$ cat config.mk
export PLATFORM = sky130hd
export DESIGN_NAME = isc_top
export DESIGN_NICKNAME = d
export VERILOG_FILES = /design/src/verilog/isc_sync.v /design/src/verilog/isc_source.v /design/src/verilog/isc_top.v
export VERILOG_INCLUDE_DIRS = /design/src /design/src/verilog
export SDC_FILE = /design/constraint.sdc
export NUM_CORES = 1
export LEC_CHECK = 0
export BUFFER_PORTS_ARGS = -buffer_cell sky130_fd_sc_hd__buf_2
export CORE_AREA = 2 2 222 136
export CTS_CLUSTER_SIZE = 20
export DETAILED_ROUTE_END_ITERATION = 7
export DIE_AREA = 0 0 224 138
export GPL_ROUTABILITY_DRIVEN = 0
export HOLD_SLACK_MARGIN = 0.02
export RECOVER_POWER = 100
export SYNTH_ARGS = -nofsm -noshare
export SYNTH_HDL_FRONTEND = slang
export SYNTH_SLANG_ARGS = --single-unit
$ cat constraint.sdc
create_clock -name clk -period 2.25 [get_ports clk]
set_input_delay 0.1125 -clock clk [delete_from_list [all_inputs] [get_ports clk]]
set_output_delay 0.1125 -clock clk [all_outputs]
set_load 0.01 [all_outputs]
$ cat src/verilog/isc_defs.vh
`ifndef ISC_DEFS_VH
`define ISC_DEFS_VH

// ----------------------------------------------------------------------
// geometry
// ----------------------------------------------------------------------
`define ISC_NSRC 32
`define ISC_AW 9
`define ISC_DW 32
`define ISC_NEXT 4

// ----------------------------------------------------------------------
// register offsets (byte addresses)
// ----------------------------------------------------------------------
`define ISC_OFF_MODE_LAST 9'h07C
`define ISC_OFF_VECTOR 9'h100
`define ISC_OFF_FVECTOR 9'h104
`define ISC_OFF_PENDING 9'h108
`define ISC_OFF_MASK 9'h110
`define ISC_OFF_ENCMD 9'h120
`define ISC_OFF_DISCMD 9'h124
`define ISC_OFF_CLRCMD 9'h128
`define ISC_OFF_SETCMD 9'h12C
`define ISC_OFF_FFORCE 9'h140
`define ISC_OFF_EVSTS 9'h150
`define ISC_OFF_EVMSK 9'h154
`define ISC_OFF_REQSTS 9'h158

// ----------------------------------------------------------------------
// trigger type field: bit1 edge, bit0 inverted polarity on external sources only
// ----------------------------------------------------------------------
`define ISC_TT_HIGH 2'h0
`define ISC_TT_LOW 2'h1
`define ISC_TT_RISE 2'h2
`define ISC_TT_FALL 2'h3
`define ISC_TT_EDGE_BIT 1
`define ISC_TT_INV_BIT 0

// ----------------------------------------------------------------------
// source map and reset values
// ----------------------------------------------------------------------
`define ISC_EXT_MASK 32'hE000_0001
`define ISC_FIRST_EXT_HI 29
`define ISC_MODE_RST 2'h0
`define ISC_MASK_RST 32'h0000_0000
`define ISC_FFORCE_RST 32'h0000_0000
`define ISC_FFORCE_WMASK 32'hFFFF_FFFE
`define ISC_NORMAL_MASK 32'hFFFF_FFFE
`define ISC_SPURIOUS 32'h0000_0020
`define ISC_FAST_VEC 32'h0000_0000

// ----------------------------------------------------------------------
// event status bits
// ----------------------------------------------------------------------
`define ISC_EV_REQ 0
`define ISC_EV_SPUR 1
`define ISC_EV_W 2
`define ISC_EV_RST 2'h0

`endif

$ cat src/verilog/isc_sync.v
`timescale 1ns/1ps
`include "isc_defs.vh"

// two-stage synchroniser for the external interrupt pins
module isc_sync (
   // clock and reset
   input wire clk,
   input wire rst_b,
   // asynchronous pins in, synchronised levels out
   input wire [`ISC_NEXT-1:0] pin_in,
   output reg [`ISC_NEXT-1:0] pin_sync
);

   reg [`ISC_NEXT-1:0] meta_q;

   // first stage feeds only the second stage
   always @(posedge clk or negedge rst_b) begin
      if (!rst_b) begin
         meta_q <= {`ISC_NEXT{1'b0}};
         pin_sync <= {`ISC_NEXT{1'b0}};
      end else begin
         meta_q <= pin_in;
         pin_sync <= meta_q;
      end
   end

endmodule

$ cat src/verilog/isc_source.v
`timescale 1ns/1ps
`include "isc_defs.vh"

// one interrupt source: trigger qualification and edge memory
module isc_source (
   // clock and reset
   input wire clk,
   input wire rst_b,
   // source line and its configuration
   input wire src_raw,
   input wire is_ext,
   input wire [1:0] trig,
   // software and vector-read commands
   input wire set_cmd,
   input wire clr_cmd,
   input wire auto_clr,
   // qualified activity
   output wire active
);

   reg lvl_q;
   reg latch_q;
   reg latch_d;
   wire inv;
   wire edge_mode;
   wire lvl;
   wire edge_det;

   assign inv = is_ext & trig[`ISC_TT_INV_BIT];
   assign lvl = src_raw ^ inv;
   assign edge_mode = trig[`ISC_TT_EDGE_BIT];
   assign edge_det = lvl & ~lvl_q;

   // edge memory, set has priority over any clear
   always @* begin
      latch_d = latch_q;
      if (!edge_mode) begin
         latch_d = 1'b0;
      end else if (edge_det | set_cmd) begin
         latch_d = 1'b1;
      end else if (clr_cmd | auto_clr) begin
         latch_d = 1'b0;
      end
   end

   // previous level and latch storage
   always @(posedge clk or negedge rst_b) begin
      if (!rst_b) begin
         lvl_q <= 1'b0;
         latch_q <= 1'b0;
      end else begin
         lvl_q <= lvl;
         latch_q <= latch_d;
      end
   end

   assign active = edge_mode ? latch_q : lvl;

endmodule

$ cat src/verilog/isc_top.v
`timescale 1ns/1ps
`include "isc_defs.vh"

module isc_top (
   // clock and reset
   input wire clk,
   input wire rst_b,
   // register port
   input wire [`ISC_AW-1:0] addr,
   input wire [`ISC_DW-1:0] wdata,
   input wire wr,
   input wire rd,
   output reg [`ISC_DW-1:0] rdata_q,
   // interrupt lines from peripherals (same clock)
   input wire [28:1] periph_irq,
   // external interrupt pins: bit0 fast, bits 1-3 sources 29-31
   input wire [`ISC_NEXT-1:0] ext_irq_pin,
   // requests to the processor core
   output reg irq_core_q,
   output reg fiq_core_q,
   // block event interrupt
   output reg int_q
);

   // -------------------------------------------------------------------
   // decode helpers
   // -------------------------------------------------------------------

   // true when the address selects a source mode register
   function is_mode_addr;
      input [`ISC_AW-1:0] a;
      begin
         is_mode_addr = (a <= `ISC_OFF_MODE_LAST) && (a[1:0] == 2'b00);
      end
   endfunction

   // lowest set bit index; bit5 high when none is set
   function [5:0] first_idx;
      input [`ISC_NSRC-1:0] v;
      integer k;
      begin
         first_idx = 6'h20;
         for (k = `ISC_NSRC - 1; k >= 0; k = k - 1) begin
            if (v[k]) begin
               first_idx = k[5:0];
            end
         end
      end
   endfunction

   // -------------------------------------------------------------------
   // state
   // -------------------------------------------------------------------
   reg [1:0] mode_q [0:`ISC_NSRC-1];
   reg [`ISC_NSRC-1:0] mask_q;
   reg [`ISC_NSRC-1:0] mask_d;
   reg [`ISC_NSRC-1:0] fforce_q;
   reg [`ISC_EV_W-1:0] evsts_q;
   reg [`ISC_EV_W-1:0] evsts_d;
   reg [`ISC_EV_W-1:0] evmsk_q;
   reg [`ISC_DW-1:0] rdata_d;
   reg [`ISC_NSRC-1:0] auto_clr;

   wire [`ISC_NEXT-1:0] ext_sync;
   wire [`ISC_NSRC-1:0] pend;
   wire [`ISC_NSRC-1:0] set_cmd;
   wire [`ISC_NSRC-1:0] clr_cmd;
   wire [`ISC_NSRC-1:0] live;
   wire [`ISC_NSRC-1:0] normal_cand;
   wire [5:0] cur;
   wire cur_none;
   wire irq_core_d;
   wire fiq_core_d;
   wire vec_rd;
   wire fvec_rd;
   wire mode_wr;
   wire [4:0] mode_idx;
   wire [`ISC_EV_W-1:0] ev_new;
   wire [`ISC_EV_W-1:0] ev_clr;
   integer i;

   // -------------------------------------------------------------------
   // access strobes
   // -------------------------------------------------------------------

   // decoded strobes for side-effect registers
   assign vec_rd = rd && (addr == `ISC_OFF_VECTOR);
   assign fvec_rd = rd && (addr == `ISC_OFF_FVECTOR);
   assign mode_wr = wr && is_mode_addr(addr);
   assign mode_idx = addr[6:2];

   assign set_cmd = (wr && (addr == `ISC_OFF_SETCMD)) ? wdata :
                    {`ISC_NSRC{1'b0}};
   assign clr_cmd = (wr && (addr == `ISC_OFF_CLRCMD)) ? wdata :
                    {`ISC_NSRC{1'b0}};

   // -------------------------------------------------------------------
   // pin synchroniser
   // -------------------------------------------------------------------

   isc_sync u_sync (
      .clk(clk),
      .rst_b(rst_b),
      .pin_in(ext_irq_pin),
      .pin_sync(ext_sync)
   );

   // -------------------------------------------------------------------
   // source cells
   // -------------------------------------------------------------------
   genvar g;
   generate
      for (g = 0; g < `ISC_NSRC; g = g + 1) begin : g_src
         wire raw;
         if (g == 0) begin : g_fast
            assign raw = ext_sync[0];
         end else if (g >= `ISC_FIRST_EXT_HI) begin : g_ext
            assign raw = ext_sync[g - `ISC_FIRST_EXT_HI + 1];
         end else begin : g_int
            assign raw = periph_irq[g];
         end
         isc_source u_src (
            .clk(clk),
            .rst_b(rst_b),
            .src_raw(raw),
            .is_ext(live[g]),
            .trig(mode_q[g]),
            .set_cmd(set_cmd[g]),
            .clr_cmd(clr_cmd[g]),
            .auto_clr(auto_clr[g]),
            .active(pend[g])
         );
      end
   endgenerate

   // external flag per source
   assign live = `ISC_EXT_MASK;

   // -------------------------------------------------------------------
   // current interrupt selection
   // -------------------------------------------------------------------

   assign normal_cand = pend & mask_q & ~fforce_q & `ISC_NORMAL_MASK;
   assign cur = first_idx(normal_cand);
   assign cur_none = cur[5];

   // auto clear pulses on vector reads
   always @* begin
      auto_clr = {`ISC_NSRC{1'b0}};
      if (vec_rd && !cur_none) begin
         auto_clr[cur[4:0]] = ~fforce_q[cur[4:0]];
      end
      if (fvec_rd) begin
         auto_clr[0] = 1'b1;
      end
   end

   // -------------------------------------------------------------------
   // core requests
   // -------------------------------------------------------------------

   assign irq_core_d = |normal_cand;
   // fast-forced sources join the fast line
   assign fiq_core_d = |(pend & mask_q & (fforce_q |
                         ~`ISC_NORMAL_MASK));

   // -------------------------------------------------------------------
   // enable mask
   // -------------------------------------------------------------------

   // set and clear of the mask by command writes
   always @* begin
      mask_d = mask_q;
      if (wr && (addr == `ISC_OFF_ENCMD)) begin
         mask_d = mask_q | wdata;
      end
      if (wr && (addr == `ISC_OFF_DISCMD)) begin
         mask_d = mask_q & ~wdata;
      end
   end

   // -------------------------------------------------------------------
   // block events
   // -------------------------------------------------------------------

   // new request edge and spurious vector read
   assign ev_new[`ISC_EV_REQ] = (irq_core_d & ~irq_core_q) |
                                (fiq_core_d & ~fiq_core_q);
   assign ev_new[`ISC_EV_SPUR] = vec_rd & cur_none;
   assign ev_clr = (wr && (addr == `ISC_OFF_EVSTS)) ?
                   wdata[`ISC_EV_W-1:0] : {`ISC_EV_W{1'b0}};

   // sticky status, an event wins over a clear
   always @* begin
      evsts_d = (evsts_q & ~ev_clr) | ev_new;
   end

   // -------------------------------------------------------------------
   // read mux
   // -------------------------------------------------------------------

   // read data selection, unmapped reads give zero
   always @* begin
      rdata_d = {`ISC_DW{1'b0}};
      if (is_mode_addr(addr)) begin
         rdata_d[1:0] = mode_q[mode_idx];
      end else begin
         case (addr)
            `ISC_OFF_VECTOR: begin
               rdata_d = cur_none ? `ISC_SPURIOUS : {26'h000_0000, cur};
            end
            `ISC_OFF_FVECTOR: begin
               rdata_d = `ISC_FAST_VEC;
            end
            `ISC_OFF_PENDING: begin
               rdata_d = pend;
            end
            `ISC_OFF_MASK: begin
               rdata_d = mask_q;
            end
            `ISC_OFF_FFORCE: begin
               rdata_d = fforce_q;
            end
            `ISC_OFF_EVSTS: begin
               rdata_d[`ISC_EV_W-1:0] = evsts_q;
            end
            `ISC_OFF_EVMSK: begin
               rdata_d[`ISC_EV_W-1:0] = evmsk_q;
            end
            `ISC_OFF_REQSTS: begin
               rdata_d[1:0] = {fiq_core_q, irq_core_q};
            end
            default: begin
               rdata_d = {`ISC_DW{1'b0}};
            end
         endcase
      end
   end

   // -------------------------------------------------------------------
   // registers
   // -------------------------------------------------------------------

   // mode storage, one entry per source
   always @(posedge clk or negedge rst_b) begin
      if (!rst_b) begin
         for (i = 0; i < `ISC_NSRC; i = i + 1) begin
            mode_q[i] <= `ISC_MODE_RST;
         end
      end else if (mode_wr) begin
         mode_q[mode_idx] <= wdata[1:0];
      end
   end

   // mask, fast forcing and event registers
   always @(posedge clk or negedge rst_b) begin
      if (!rst_b) begin
         mask_q <= `ISC_MASK_RST;
         fforce_q <= `ISC_FFORCE_RST;
         evsts_q <= `ISC_EV_RST;
         evmsk_q <= `ISC_EV_RST;
      end else begin
         mask_q <= mask_d;
         evsts_q <= evsts_d;
         if (wr && (addr == `ISC_OFF_FFORCE)) begin
            fforce_q <= wdata & `ISC_FFORCE_WMASK;
         end
         if (wr && (addr == `ISC_OFF_EVMSK)) begin
            evmsk_q <= wdata[`ISC_EV_W-1:0];
         end
      end
   end

   // registered outputs
   always @(posedge clk or negedge rst_b) begin
      if (!rst_b) begin
         rdata_q <= {`ISC_DW{1'b0}};
         irq_core_q <= 1'b0;
         fiq_core_q <= 1'b0;
         int_q <= 1'b0;
      end else begin
         rdata_q <= rd ? rdata_d : {`ISC_DW{1'b0}};
         irq_core_q <= irq_core_d;
         fiq_core_q <= fiq_core_d;
         int_q <= |(evsts_d & evmsk_q);
      end
   end

endmodule

==> impl.org, run 1 <==
** Die
- From bottom edge to top edge, the die measures 138 um.
- The die covers 30,900 um2.
- Initial Utilization :: 0.401
- X dimension of the die :: 224 um
- For this design the top-level I/O count stands at 112.
- Placement row count :: 49
- The floorplan step defined a core boundary enclosing 29,200 um2.

** Final layout
- Final instance count without filler cells :: 1,954
- # nets final :: 1,631
- Growth of design area from synthesis to finish :: 44.1%
- At the end of the flow the core is filled with cells to 0.577.
- Fraction of layout cells with a size suffix above 1 :: 0.333

** Detailed routing
- For this run, design rule violations remaining after detail routing come to 0.
- Vias/cell :: 5.76
- 1st-pass router iterations :: 6
- In the final routed layout, each cell accounts on average for 23.3 um.
- Total wirelength of the detailed-routed design :: 45.5 mm
- Antenna Violating Nets Remaining :: 0
- The first routing iteration left 1,375 violations.
- Total number of vias :: 11,300

** Placement
- Count of input and output buffers :: 111
- The number of placed instances, taps included, is 1,813.
- At the placement stage, the worst setup path has a slack of -641 ps.
- Post-detailed-placement half-perimeter wirelength :: 32.3 mm

** Clock network
- Clock latency at the later pin of the worst-skew pair :: 550 ps
- Clock-pin slew was measured on the worst setup and hold paths at 70 ps.
- TritonCTS clock tree :: yes
- H-tree levels :: 1
- Library cell used as clock root buffer :: sky130_fd_sc_hd__clkbuf_16
- Buffers inserted during clock tree synthesis total 24.
- Number of sinks on the clock net :: 238
- Number of buffers between clock root and the deepest sink :: 3

** Synthesis
- Syn avg cell area :: 10.2 um2
- Counting flops and latches in the post-synthesis netlist gives 238.
- Total of warnings raised by yosys :: 0
- In this run, distinct cell masters in the synthesized netlist total 81.
- When the netlist entered floorplanning its net count stood at 1,220.
- Summing every instance area after synthesis gives 11,700 um2.
- After technology mapping, the gate count stands at 1,143.
- Async set or reset register ratio after synthesis :: 1.00
- For this run, the leading register cell type out of synthesis is sky130_fd_sc_hd__dfrtp_1.
- Sequential area share after synthesis :: 0.508
- In this run, synthesis inferred 0 flip-flops with an integrated enable.

** Setup path
- The worst setup path is captured at a flip-flop.
- On the worst path, the slowest cell contributes a delay of 390 ps.
- Slowest cell on the critical path :: sky130_fd_sc_hd__dfrtp_1
- STA puts the critical path data required time at 2670 ps.
- The signal on the critical path passes through mux2_4 > and3b_2 > o31ai_1 > o21ai_2 > a311oi_2 > buf_4 > o22ai_4 > buf_12 > buf_4 > o31ai_4 > a21boi_1.
- STA puts the critical path data arrival time at 3090 ps.
- In this run the worst path has a maximum fanout of 5.
- By startpoint and endpoint, the worst setup path is classified as flip-flop to flip-flop.
- The cell that appears most often on the critical path is sky130_fd_sc_hd__buf_4.
- Worst setup SP type :: flip-flop

** Global route
- The via count of the first global-routing pass was 11,200.
- For this run, the total global-route usage over all layers was measured as 0.293.
- For this run, global-route usage on met2 was measured as 0.407.
- M3 GR Usage :: 0.0969
- In the global route stage, met1 resource usage came out at 0.431.
- Largest net degree at the start of global routing :: 75
- GRT busiest layer :: met1
- Gr ovfl total :: 0
- The first global-routing pass estimated 68.4 mm of wire.
- Initial antenna violation count :: 1

** STA
- Setup repair after global routing could not meet its margin everywhere.
- Timing would allow up to 374 MHz.
- Worst-case hold slack :: 46.8 ps
- Clock skew on the completed layout was measured at 13.3 ps.
- Headroom to the max-slew limit came out at -0.432.
- Max Transition Viols Final :: 75
- Period utilisation layout :: 1.19
- For the finished layout, the period the worst path requires is 2670 ps.
- The final count of hold timing violations was 0.
- Final setup fails :: 49
- Setup slack on the critical path of the routed design comes to -421 ps.
- For the pin with the worst max-slew slack, the measured transition is 2150 ps.

** Flow run
- The tool flagged a number of max-cap violations equal to 1.

** Run status
- Violated checks :: capacitance limit, slew limit, setup timing
- The flow ran to the end, but the final reports show violations.

** Pwr
- Worst supply voltage drop on vdd :: 0.501 mV
- Power density over the cells :: 609 nW/um2
- Overall power consumption after layout is estimated at 10.3 mW.
- Summed over all cells, the static leakage comes to 7.36 nW.

** Hold path
- In this run the worst hold path is classified as input pin to flip-flop.
-- synth_stat cells (4+ instances only) --
library cell | count | area (um2)
sky130_fd_sc_hd__a32oi_1 | 4 | 35.0
sky130_fd_sc_hd__nand3_1 | 33 | 165
sky130_fd_sc_hd__a21boi_1 | 12 | 90.1
sky130_fd_sc_hd__nor2_1 | 49 | 184
sky130_fd_sc_hd__nor3_1 | 10 | 50.1
sky130_fd_sc_hd__o211ai_1 | 4 | 30.0
sky130_fd_sc_hd__o311ai_1 | 4 | 35.0
sky130_fd_sc_hd__nor3b_1 | 5 | 37.5
sky130_fd_sc_hd__clkbuf_1 | 41 | 154
sky130_fd_sc_hd__nand2b_1 | 14 | 87.6
sky130_fd_sc_hd__and2_1 | 11 | 68.8
sky130_fd_sc_hd__inv_1 | 36 | 135
sky130_fd_sc_hd__o31ai_1 | 12 | 90.1
sky130_fd_sc_hd__a32o_1 | 5 | 50.1
sky130_fd_sc_hd__a21oi_1 | 94 | 470
sky130_fd_sc_hd__a21boi_0 | 16 | 120
sky130_fd_sc_hd__mux4_2 | 19 | 428
sky130_fd_sc_hd__o21ai_0 | 91 | 455
sky130_fd_sc_hd__a21o_1 | 4 | 30.0
sky130_fd_sc_hd__mux2i_1 | 11 | 110
sky130_fd_sc_hd__a222oi_1 | 28 | 280
sky130_fd_sc_hd__o22ai_1 | 4 | 25.0
sky130_fd_sc_hd__and3_1 | 6 | 37.5
sky130_fd_sc_hd__nand4_1 | 7 | 43.8
sky130_fd_sc_hd__dfrtp_1 | 238 | 5960
sky130_fd_sc_hd__o21a_1 | 13 | 97.6
sky130_fd_sc_hd__mux2_2 | 55 | 619
sky130_fd_sc_hd__buf_2 | 7 | 35.0
sky130_fd_sc_hd__nor2b_1 | 35 | 219
sky130_fd_sc_hd__a31oi_1 | 16 | 100
sky130_fd_sc_hd__nand2_1 | 183 | 687
-- power breakdown --
part	total, mW	switching, mW	internal [mW]	leakage (nW)
registers	4.46	0.0733	4.39	3.21
logic	1.68	0.906	0.776	3.76
clock network	4.14	1.81	2.33	0.390
total	10.3	2.79	7.49	7.36
-- per-layer routing --
layer / share of wire / vias to the layer above
met5: 0.0030 / -
met4: 0.024 / 2
met3: 0.12 / 61
met2: 0.42 / 612
met1: 0.44 / 5562
li1: - / 5025
-- repair_timing --
action	in CTS	in global routing
hold endpoints to repair	193	0
pin swaps	40	25
gates resized for setup	103	68
setup buffers	15	16
endpoints found under the setup margin	40	42
hold buffers	68	0
cloned	2	0
-- metrics by stage --
step	TNS, ps	area [um2]
2_1_floorplan	-616	11700
3_3_place_gp	-13740	14500
3_5_place_dp	-14170	14500
4_1_cts	-8300	16600
5_1_grt	-32410	16900
6_report	-12080	16900
-- worst paths after layout --
path / endpoint / depth (start not counted) / startpoint / slack [ps]
max: g_src[15].u_src.latch_q / 11 / mode_q[7] / -420
min: g_src[19].u_src.latch_q / 4 / periph_irq[19] / 50
max reg2reg: g_src[15].u_src.latch_q / 11 / mode_q[7] / -420
min reg2reg: u_sync.pin_sync[0] / 0 / u_sync.meta_q[0] / 350
max in group asynchronous: mode_q[3] / 3 / rst_b / 80
min in group asynchronous: rdata_q[6] / 2 / rst_b / 700
-- critical path: cells and delay by family, from the launching register on --
| kind | cells | cell delay, ps |
|---|---|---|
| mux | 1 | 310 |
| simple gates | 1 | 260 |
| compound gates | 6 | 1100 |
| buf+inv | 3 | 480 |
| flops | 1 | 390 |
-- logic make-up (layout without fill, tap and decap cells) --
| family | after synthesis | after routing | synth area share |
|---|---|---|---|
| muxes | 88 | 88 | 0.104 |
| AOI/OAI and AO/OA | 347 | 347 | 0.200 |
| buffers and inverters | 86 | 513 | 0.0289 |
| other | 0 | 1 | 0 |
| DFF | 238 | 238 | 0.508 |
| xor gates and xnor gates | 4 | 4 | 0.00299 |
| and+or+nand+nor | 380 | 381 | 0.156 |
-- layout by cell type, fill, tap and decap left out, types with 9 or more instances in the layout --
cell type                       synthesis  routed
sky130_fd_sc_hd__a222oi_1              28      28
sky130_fd_sc_hd__o21a_1                13      13
sky130_fd_sc_hd__clkbuf_1              41      75
sky130_fd_sc_hd__mux2_2                55      44
sky130_fd_sc_hd__buf_2                  7      45
sky130_fd_sc_hd__nand3_1               33      29
sky130_fd_sc_hd__a21boi_1              12      14
sky130_fd_sc_hd__a21boi_0              16      14
sky130_fd_sc_hd__inv_1                 36      36
sky130_fd_sc_hd__nor2b_1               35      35
sky130_fd_sc_hd__dlygate4sd3_1          0      68
sky130_fd_sc_hd__nand2_1              183     172
sky130_fd_sc_hd__o21ai_0               91      88
sky130_fd_sc_hd__a21oi_1               94      87
sky130_fd_sc_hd__mux2_4                 2      13
sky130_fd_sc_hd__nor2_1                49      43
sky130_fd_sc_hd__nand2b_1              14      13
sky130_fd_sc_hd__buf_6                  1      20
sky130_fd_sc_hd__mux2i_1               11       9
sky130_fd_sc_hd__buf_12                 0      13
sky130_fd_sc_hd__mux4_2                19      20
sky130_fd_sc_hd__clkbuf_16              0      25
sky130_fd_sc_hd__dfrtp_1              238     237
sky130_fd_sc_hd__buf_4                  0     201
-- cell type report --
class,instances,area [um2]
multi-input cells,820,6210
fillers,2536,12400
clock inverters,13,124
well taps,382,478
flip-flops and latches,238,5960
diodes,1,2.50
inverters,37,141
repair buffers,433,3300
clock buffers,30,664
(Power assumes the default switching activity.)
==> run 2, diff against run 1 <==
--- a/config.mk
+++ b/config.mk
@@ -7,13 +7,13 @@
 export NUM_CORES = 1
 export LEC_CHECK = 0
 export BUFFER_PORTS_ARGS = -buffer_cell sky130_fd_sc_hd__buf_2
-export CORE_AREA = 2 2 222 136
-export CTS_CLUSTER_SIZE = 20
+export CORE_AREA = 2 2 224 138
 export DETAILED_ROUTE_END_ITERATION = 7
-export DIE_AREA = 0 0 224 138
+export DIE_AREA = 0 0 226 140
 export GPL_ROUTABILITY_DRIVEN = 0
 export HOLD_SLACK_MARGIN = 0.02
 export RECOVER_POWER = 100
 export SYNTH_ARGS = -nofsm -noshare
 export SYNTH_HDL_FRONTEND = slang
 export SYNTH_SLANG_ARGS = --single-unit
+export TNS_END_PERCENT = 10
==> run 2 against run 1 <==
  * The flow still finishes with violations (capacitance limit, slew limit, setup timing)
  * Critical endpoint is now g_src[9].u_src.latch_q
  * Highest routed layer is now met4
  * Hold slack better by 2.8 ps
  * Die area up 2.4%
  * Count of clock-buffer cells in the layout rose by 3
  * Sequential share of layout area increased by 0.18 points
  * Sequential cell count unchanged
  * Maximum frequency up 2.5%
==> impl.org, run 2 (synthesized netlist as in run 1, its figures left out) <==
** Die
- Initial Utilization :: 0.397
- The floorplan step set the die width to 226 um.
- During I/O placement, the number of pins put on the boundary was 112.
- Full die area :: 31,600 um2
- In this run the core area contains 49 standard-cell rows.
- Measured along the y axis, the die boundary spans 140 um.
- The core region is 29,500 um2.

** Detailed routing
- Dividing the detail-routed via count by the number of cells gives 5.64.
- Dividing the detail-routed wire length by the instance count gives 22.0 um.
- Antenna Violating Nets Remaining :: 0
- For this run, design rule violations remaining after detail routing come to 0.
- Total wirelength of the detailed-routed design :: 43.4 mm
- The detailed router finished its first iteration with 1,291 violations.
- The final route contains 11,100 vias.
- 1st-pass router iterations :: 7

** STA
- Fin. Hold Viols :: 0
- Min setup slack post-route :: -356 ps
- Worst-Margin Slew :: 2130 ps
- For the final database, setup skew stands at 18.9 ps.
- Setup TNS :: -9650 ps
- Setup repair after global routing could not meet its margin everywhere.
- The max-slew violation total from the final report came to 76.
- Headroom to the max-slew limit :: -0.418
- Minimum period implied by the final worst setup slack :: 2610 ps
- Derived from the worst setup path, the maximum achievable clock frequency is 384 MHz.
- Final setup fails :: 37
- Period utilisation layout :: 1.16

** Final layout
- Most frequent cells in the layout :: 237 x sky130_fd_sc_hd__dfrtp_1, 219 x sky130_fd_sc_hd__buf_4, 177 x sky130_fd_sc_hd__nand2_1, 91 x sky130_fd_sc_hd__o21ai_0, 89 x sky130_fd_sc_hd__a21oi_1
- In the final layout, the share of cells above drive strength 1 is 0.352.
- Growth of design area from synthesis to finish :: 43.3%
- Leaving out fill and tap cells, the most frequent cell in the layout is sky130_fd_sc_hd__dfrtp_1.
- Number of filler cells placed in the layout :: 2,546
- Post-route cell area :: 16,800 um2
- Diodes inserted :: 0
- Final instance count without filler cells :: 1,974
- # nets final :: 1,627

** Placement
- Placed insts :: 1,845
- Post-Place Cell Area :: 14,500 um2
- During placement, the flow inserted port buffers numbering 111.
- Detailed placement ended at an HPWL of 31.0 mm.
- OpenSTA, run right after detailed placement, puts the worst setup slack at -610 ps.

** Clock network
- Clock latency at the later pin of the worst-skew pair :: 540 ps
- H-tree levels :: 1
- Clock-pin slew on the worst setup and hold paths :: 70 ps
- Buffers inserted during clock tree synthesis total 25.
- No sink is reached through more buffers than the 3 on the longest clock path.
- The clock net in this run drives a total of 238 sinks.
- TritonCTS built the clock tree.
- The tree is rooted in a sky130_fd_sc_hd__clkbuf_16.

** Flow run
- The tool flagged a number of max-cap violations equal to 1.

** Setup path
- The critical path goes through mux2_4 > a32oi_2 > buf_4 > o211ai_1 > buf_4 > a2111oi_4 > a211o_4 > nor2_4 > buf_6 > o311ai_4 > a21boi_1.
- Top fanout value on the critical path :: 6
- Crit. End Element :: flip-flop
- Type of the worst setup path :: flip-flop to flip-flop
- Longest individual stage delay on the worst path :: 390 ps
- Cell occurring most often along the worst timing path :: sky130_fd_sc_hd__buf_4
- Worst endpoint required time :: 2670 ps
- Worst setup SP type :: flip-flop
- Data on the critical path arrives at its endpoint at 3020 ps.
- Slowest cell on the critical path :: sky130_fd_sc_hd__dfrtp_1

** Run status
- Violated checks :: capacitance limit, slew limit, setup timing
- Status :: finished, violations left

** Pwr
- After layout, the design draws a total of 10.2 mW.
- Power density over the cells :: 608 nW/um2
- In this run the static leakage power is 7.48 nW.
- Worst supply voltage drop on vdd :: 0.447 mV

** Global route
- The via count of the first global-routing pass came to 11,000.
- Gr ovfl total :: 0
- The number of antenna violations at the first check in global routing was 0.
- GRT Resource Usage Total :: 0.275
- Largest net degree at the start of global routing :: 78
- The first global-routing pass estimated 65.7 mm of wire.

** Hold path
- The min-delay analysis places its worst path in the category input pin to flip-flop.
[run 2: power by group]
part | internal [mW] | total [mW] | switching (mW)
combinational | 0.713 | 1.53 | 0.813
clock | 2.48 | 4.22 | 1.75
sequential | 4.39 | 4.46 | 0.0705
total | 7.58 | 10.2 | 2.63
[run 2: cell type report]
cell class,count,area (um2),share of cell area
Clock buffer,33,686,0.0408
Clock inverter,10,130,0.00775
Inverter,37,139,0.00827
Multi-Input combinational cell,820,6040,0.360
Sequential cell,238,5960,0.355
Tap cell,408,510,0.0304
Timing Repair Buffer,428,3330,0.198
[run 2: worst paths after layout]
path / depth (start not counted) / from / slack, ps / to
min in group asynchronous: 2 / rst_b / 710 / async pin
worst min register to register: 0 / u_sync.meta_q[2] / 350 / u_sync.pin_sync[2]
worst max register to register: 11 / mode_q[59] / -360 / g_src[9].u_src.latch_q
worst min-delay path: 4 / periph_irq[14] / 50 / g_src[14].u_src.latch_q
worst max-delay path: 11 / mode_q[59] / -360 / g_src[9].u_src.latch_q
max in group asynchronous: 3 / rst_b / 200 / irq_core_q
[run 2: repair_timing]
item	in CTS	in global routing
gates cloned	1	2
gates resized for setup	80	44
pin swaps	36	26
hold buffers	67	0
setup endpoints to repair	42	40
hold endpoints to repair	200	0
buffers inserted	5	12
[run 2: metrics by stage]
stage	utilization	hold slack, ps
after floorplan	-	-183
after global placement	0.493	152
after detailed placement	0.493	152
after CTS	0.559	28.1
after global routing	0.569	80.2
final	0.569	49.6
[run 2: critical path, delay by kind of cell (launching register included)]
kind / cells / cell delay [ps]
AO/OA/AOI/OAI: 6 / 1210
buffers and inverters: 3 / 480
AND/OR/NAND/NOR: 1 / 50
flip-flops: 1 / 390
multiplexers: 1 / 330
[run 2: per-layer routing]
| layer | share of wire | vias up | global-route usage |
|---|---|---|---|
| met3 | 0.099 | 77 | 0.0772 |
| met4 | 0.025 | 0 | 0.0690 |
| li1 | - | 5014 | - |
| met1 | 0.46 | 5509 | 0.409 |
| met5 | 0 | - | 0 |
| met2 | 0.42 | 542 | 0.391 |
==> run 3, diff against run 2 <==
--- a/config.mk
+++ b/config.mk
@@ -13,6 +13,7 @@
 export GPL_ROUTABILITY_DRIVEN = 0
 export HOLD_SLACK_MARGIN = 0.02
 export RECOVER_POWER = 100
+export REMOVE_ABC_BUFFERS = 1
 export SYNTH_ARGS = -nofsm -noshare
 export SYNTH_HDL_FRONTEND = slang
 export SYNTH_SLANG_ARGS = --single-unit
==> run 3 against run 2 <==
  * The run still ends with capacitance limit, slew limit, setup timing left
  * Cell count decreased by 1.8%
  * Clock power about the same
  * First-iteration DRC count increased by 3.9%
  * Global-route usage increased by 0.057 points
  * Combinational power decreased by 7%
  * Utilization decreased by 1.7 points
  * Critical endpoint is now g_src[31].u_src.latch_q
  * Largest power group unchanged
==> impl.org, run 3 (synthesized netlist as in run 1, its figures left out) <==
** Detailed routing
- Remaining DRCs :: 0
- Average routed wire per standard cell :: 22.5 um
- Dividing the detail-routed via count by the number of cells gives 5.70.
- The detailed router placed 11,100 vias in this run.
- 1st-pass router iterations :: 6
- First-iteration detailed-routing DRC count :: 1,341
- For this block, the routed nets add up to 43.6 mm of wire.
- In this run the remaining antenna-violating nets after routing total 0.

** Global route
- The via count of the first global-routing pass is 10,900.
- Global-route wire length before repair :: 65.5 mm
- Gr ovfl total :: 0
- The number of antenna violations at the first check in global routing came to 0.
- In the global route stage, overall resource usage came out at 0.275.
- Largest net degree at the start of global routing :: 64

** Pwr
- Summed over all cells, the static leakage comes to 7.07 nW.
- Combinational Power Share :: 0.140
- IR analysis of the VDD net gives a maximum drop of 0.467 mV.
- Net Sw Frac :: 0.260
- Share of total power in sequential cells :: 0.441
- The share of total power dissipated in the clock network is 0.418.
- Pint :: 7.49 mW
- Power density over the cells :: 622 nW/um2
- Total power for the finished layout comes to 10.1 mW.
- Power dissipated by switching net loads :: 2.63 mW

** Clock network
- TritonCTS built the clock tree.
- Counting the buffers created by CTS gives 24.
- Clock latency at the later pin of the worst-skew pair :: 550 ps
- Number of sinks on the clock net :: 238
- In this run the number of H-tree levels came out at 1.
- Library cell used as clock root buffer :: sky130_fd_sc_hd__clkbuf_16
- After clock tree synthesis, the clock-pin slew on the worst setup and hold paths is 70 ps.
- The clock passes through at most 3 buffers.

** Placement
- During placement, the flow inserted port buffers numbering 111.
- Post-Place Cell Area :: 14,400 um2
- Post-detailed-placement half-perimeter wirelength :: 30.7 mm
- Worst slack, placed :: -410 ps

** STA
- Hold timing on the final database bottoms out at a slack of 47.0 ps.
- Period utilisation layout :: 1.17
- Setup repair after global routing could not meet its margin everywhere.
- Setup violations remaining at the end of the flow were counted as 42.
- The final count of hold timing violations was 0.
- At the pin with the least slew margin, the transition time is 1640 ps.
- Max Transition Viols Final :: 64
- Setup slack on the critical path of the routed design comes to -376 ps.
- Minimum period implied by the final worst setup slack :: 2630 ps
- Highest clock frequency the design can meet :: 381 MHz
- Clock skew on the completed layout was measured at 26.2 ps.
- Measured against its own limit, the worst slew margin works out to -0.0921.

** Die
- Initial Utilization :: 0.397
- Boundary Pins :: 112
- Placement row count :: 49
- Full die area :: 31,600 um2
- Core ar. :: 29,500 um2
- Die boundary height :: 140 um
- X dimension of the die :: 226 um

** Run status
- Violated checks :: capacitance limit, slew limit, setup timing
- The flow ran to the end, but the final reports show violations.

** Setup path
- Worst endpoint required time :: 2660 ps
- Worst setup SP type :: flip-flop
- By startpoint and endpoint, the worst setup path is classified as flip-flop to flip-flop.
- Of all nets on the critical path, the largest fanout is 4.
- Worst r2r path cells :: 8
- Crit. End Element :: flip-flop
- Worst R2R Start :: mode_q[39]
- Destination of the critical timing path :: g_src[31].u_src.latch_q
- The worst register-to-register path ends at g_src[31].u_src.latch_q.
- Tracing the worst setup path back leads to its startpoint at mode_q[39].
- Across all register-to-register paths, the minimum setup slack is -380 ps.
- Data arrival time of the critical path :: 3040 ps

** Hold path
- Worst min path class :: input pin to flip-flop
- The worst hold path passes through 4 cells.

** Final layout
- Once layout is complete, the utilization of the core stands at 0.552.
- Diodes inserted :: 0
- Fraction of layout cells with a size suffix above 1 :: 0.303
- Most frequent cells in the layout :: 237 x sky130_fd_sc_hd__dfrtp_1, 178 x sky130_fd_sc_hd__nand2_1, 177 x sky130_fd_sc_hd__buf_4, 91 x sky130_fd_sc_hd__o21ai_0, 91 x sky130_fd_sc_hd__a21oi_1
- Most common cell after layout, fill and taps aside :: sky130_fd_sc_hd__dfrtp_1
- Post-route cell area :: 16,300 um2
- # nets final :: 1,591
- Relative to the synthesized area, the layout overhead comes to 39.0%.

** Flow run
- Max-cap viol count :: 1
==> run 3: changes by cell type in the layout (fill, tap and decap cells not counted), moves of 4 or more <==
cell / before / now
sky130_fd_sc_hd__buf_2: 85 / 50
sky130_fd_sc_hd__buf_4: 219 / 177
sky130_fd_sc_hd__clkbuf_1: 31 / 73
sky130_fd_sc_hd__clkbuf_4: 2 / 6
==> run 3: worst min path at each step <==
stage                               from                      end  slack, ps
after floorplan                    rst_b                async pin       -180
after global placement             rst_b                async pin        100
after detailed placement           rst_b              rdata_q[18]        100
after CTS                 periph_irq[19]  g_src[19].u_src.latch_q         20
after global routing      periph_irq[24]  g_src[24].u_src.latch_q         50
final                     periph_irq[24]  g_src[24].u_src.latch_q         50
==> run 3: critical path, stage by stage, from the launching register on <==
cell and delay [ps]:
sky130_fd_sc_hd__dfrtp_2 450, sky130_fd_sc_hd__mux2_4 320, sky130_fd_sc_hd__a22o_4 290, sky130_fd_sc_hd__and4bb_2 340
sky130_fd_sc_hd__nand4_4 90, sky130_fd_sc_hd__or3_4 370, sky130_fd_sc_hd__or2_4 300, sky130_fd_sc_hd__o31ai_4 220
sky130_fd_sc_hd__a21oi_1 100
==> run 3: area by class of cell <==
| type | count | area, um2 |
|---|---|---|
| clock inverter | 11 | 130 |
| sequential | 238 | 5960 |
| inverter | 37 | 139 |
| multi-input combinational | 820 | 5940 |
| timing repair buffer | 393 | 2920 |
| tap | 408 | 510 |
| fill | 2620 | 13200 |
| clock buffer | 32 | 682 |
==> run 3: what timing repair did <==
item | in CTS | in global routing
pin swaps | 29 | 37
endpoints found under the setup margin | 41 | 41
buffers inserted | 7 | 5
hold endpoints to repair | 323 | 0
resized for setup | 48 | 61
hold buffers | 68 | 0
cloned | 2 | 0
==> run 3: metrics by stage <==
step | TNS (ps) | instances
after floorplan | -54460 | 1094
after global placement | -12390 | 1815
after detailed placement | -12930 | 1815
after CTS | -9520 | 1935
after global routing | -20950 | 1939
final | -10140 | 1939
==> run 3: layer usage <==
metal / GRT usage / routed length, um / up-vias
met2: 0.384 / 17800 / 567
met1: 0.424 / 20000 / 5492
met3: 0.0761 / 4880 / 67
met5: 0 / 0 / -
met4: 0.0516 / 910 / 0
li1: - / - / 4929
==> run 3: power by group through the flow <==
stage          combinational [mW]  sequential [mW]  clock (mW)
2_1_floorplan               0.406             4.53           0
3_3_place_gp                 1.13             4.54           0
3_5_place_dp                 1.15             4.54           0
4_1_cts                      1.36             4.46        4.30
5_1_grt                      1.50             4.48        4.50
6_report                     1.42             4.47        4.23
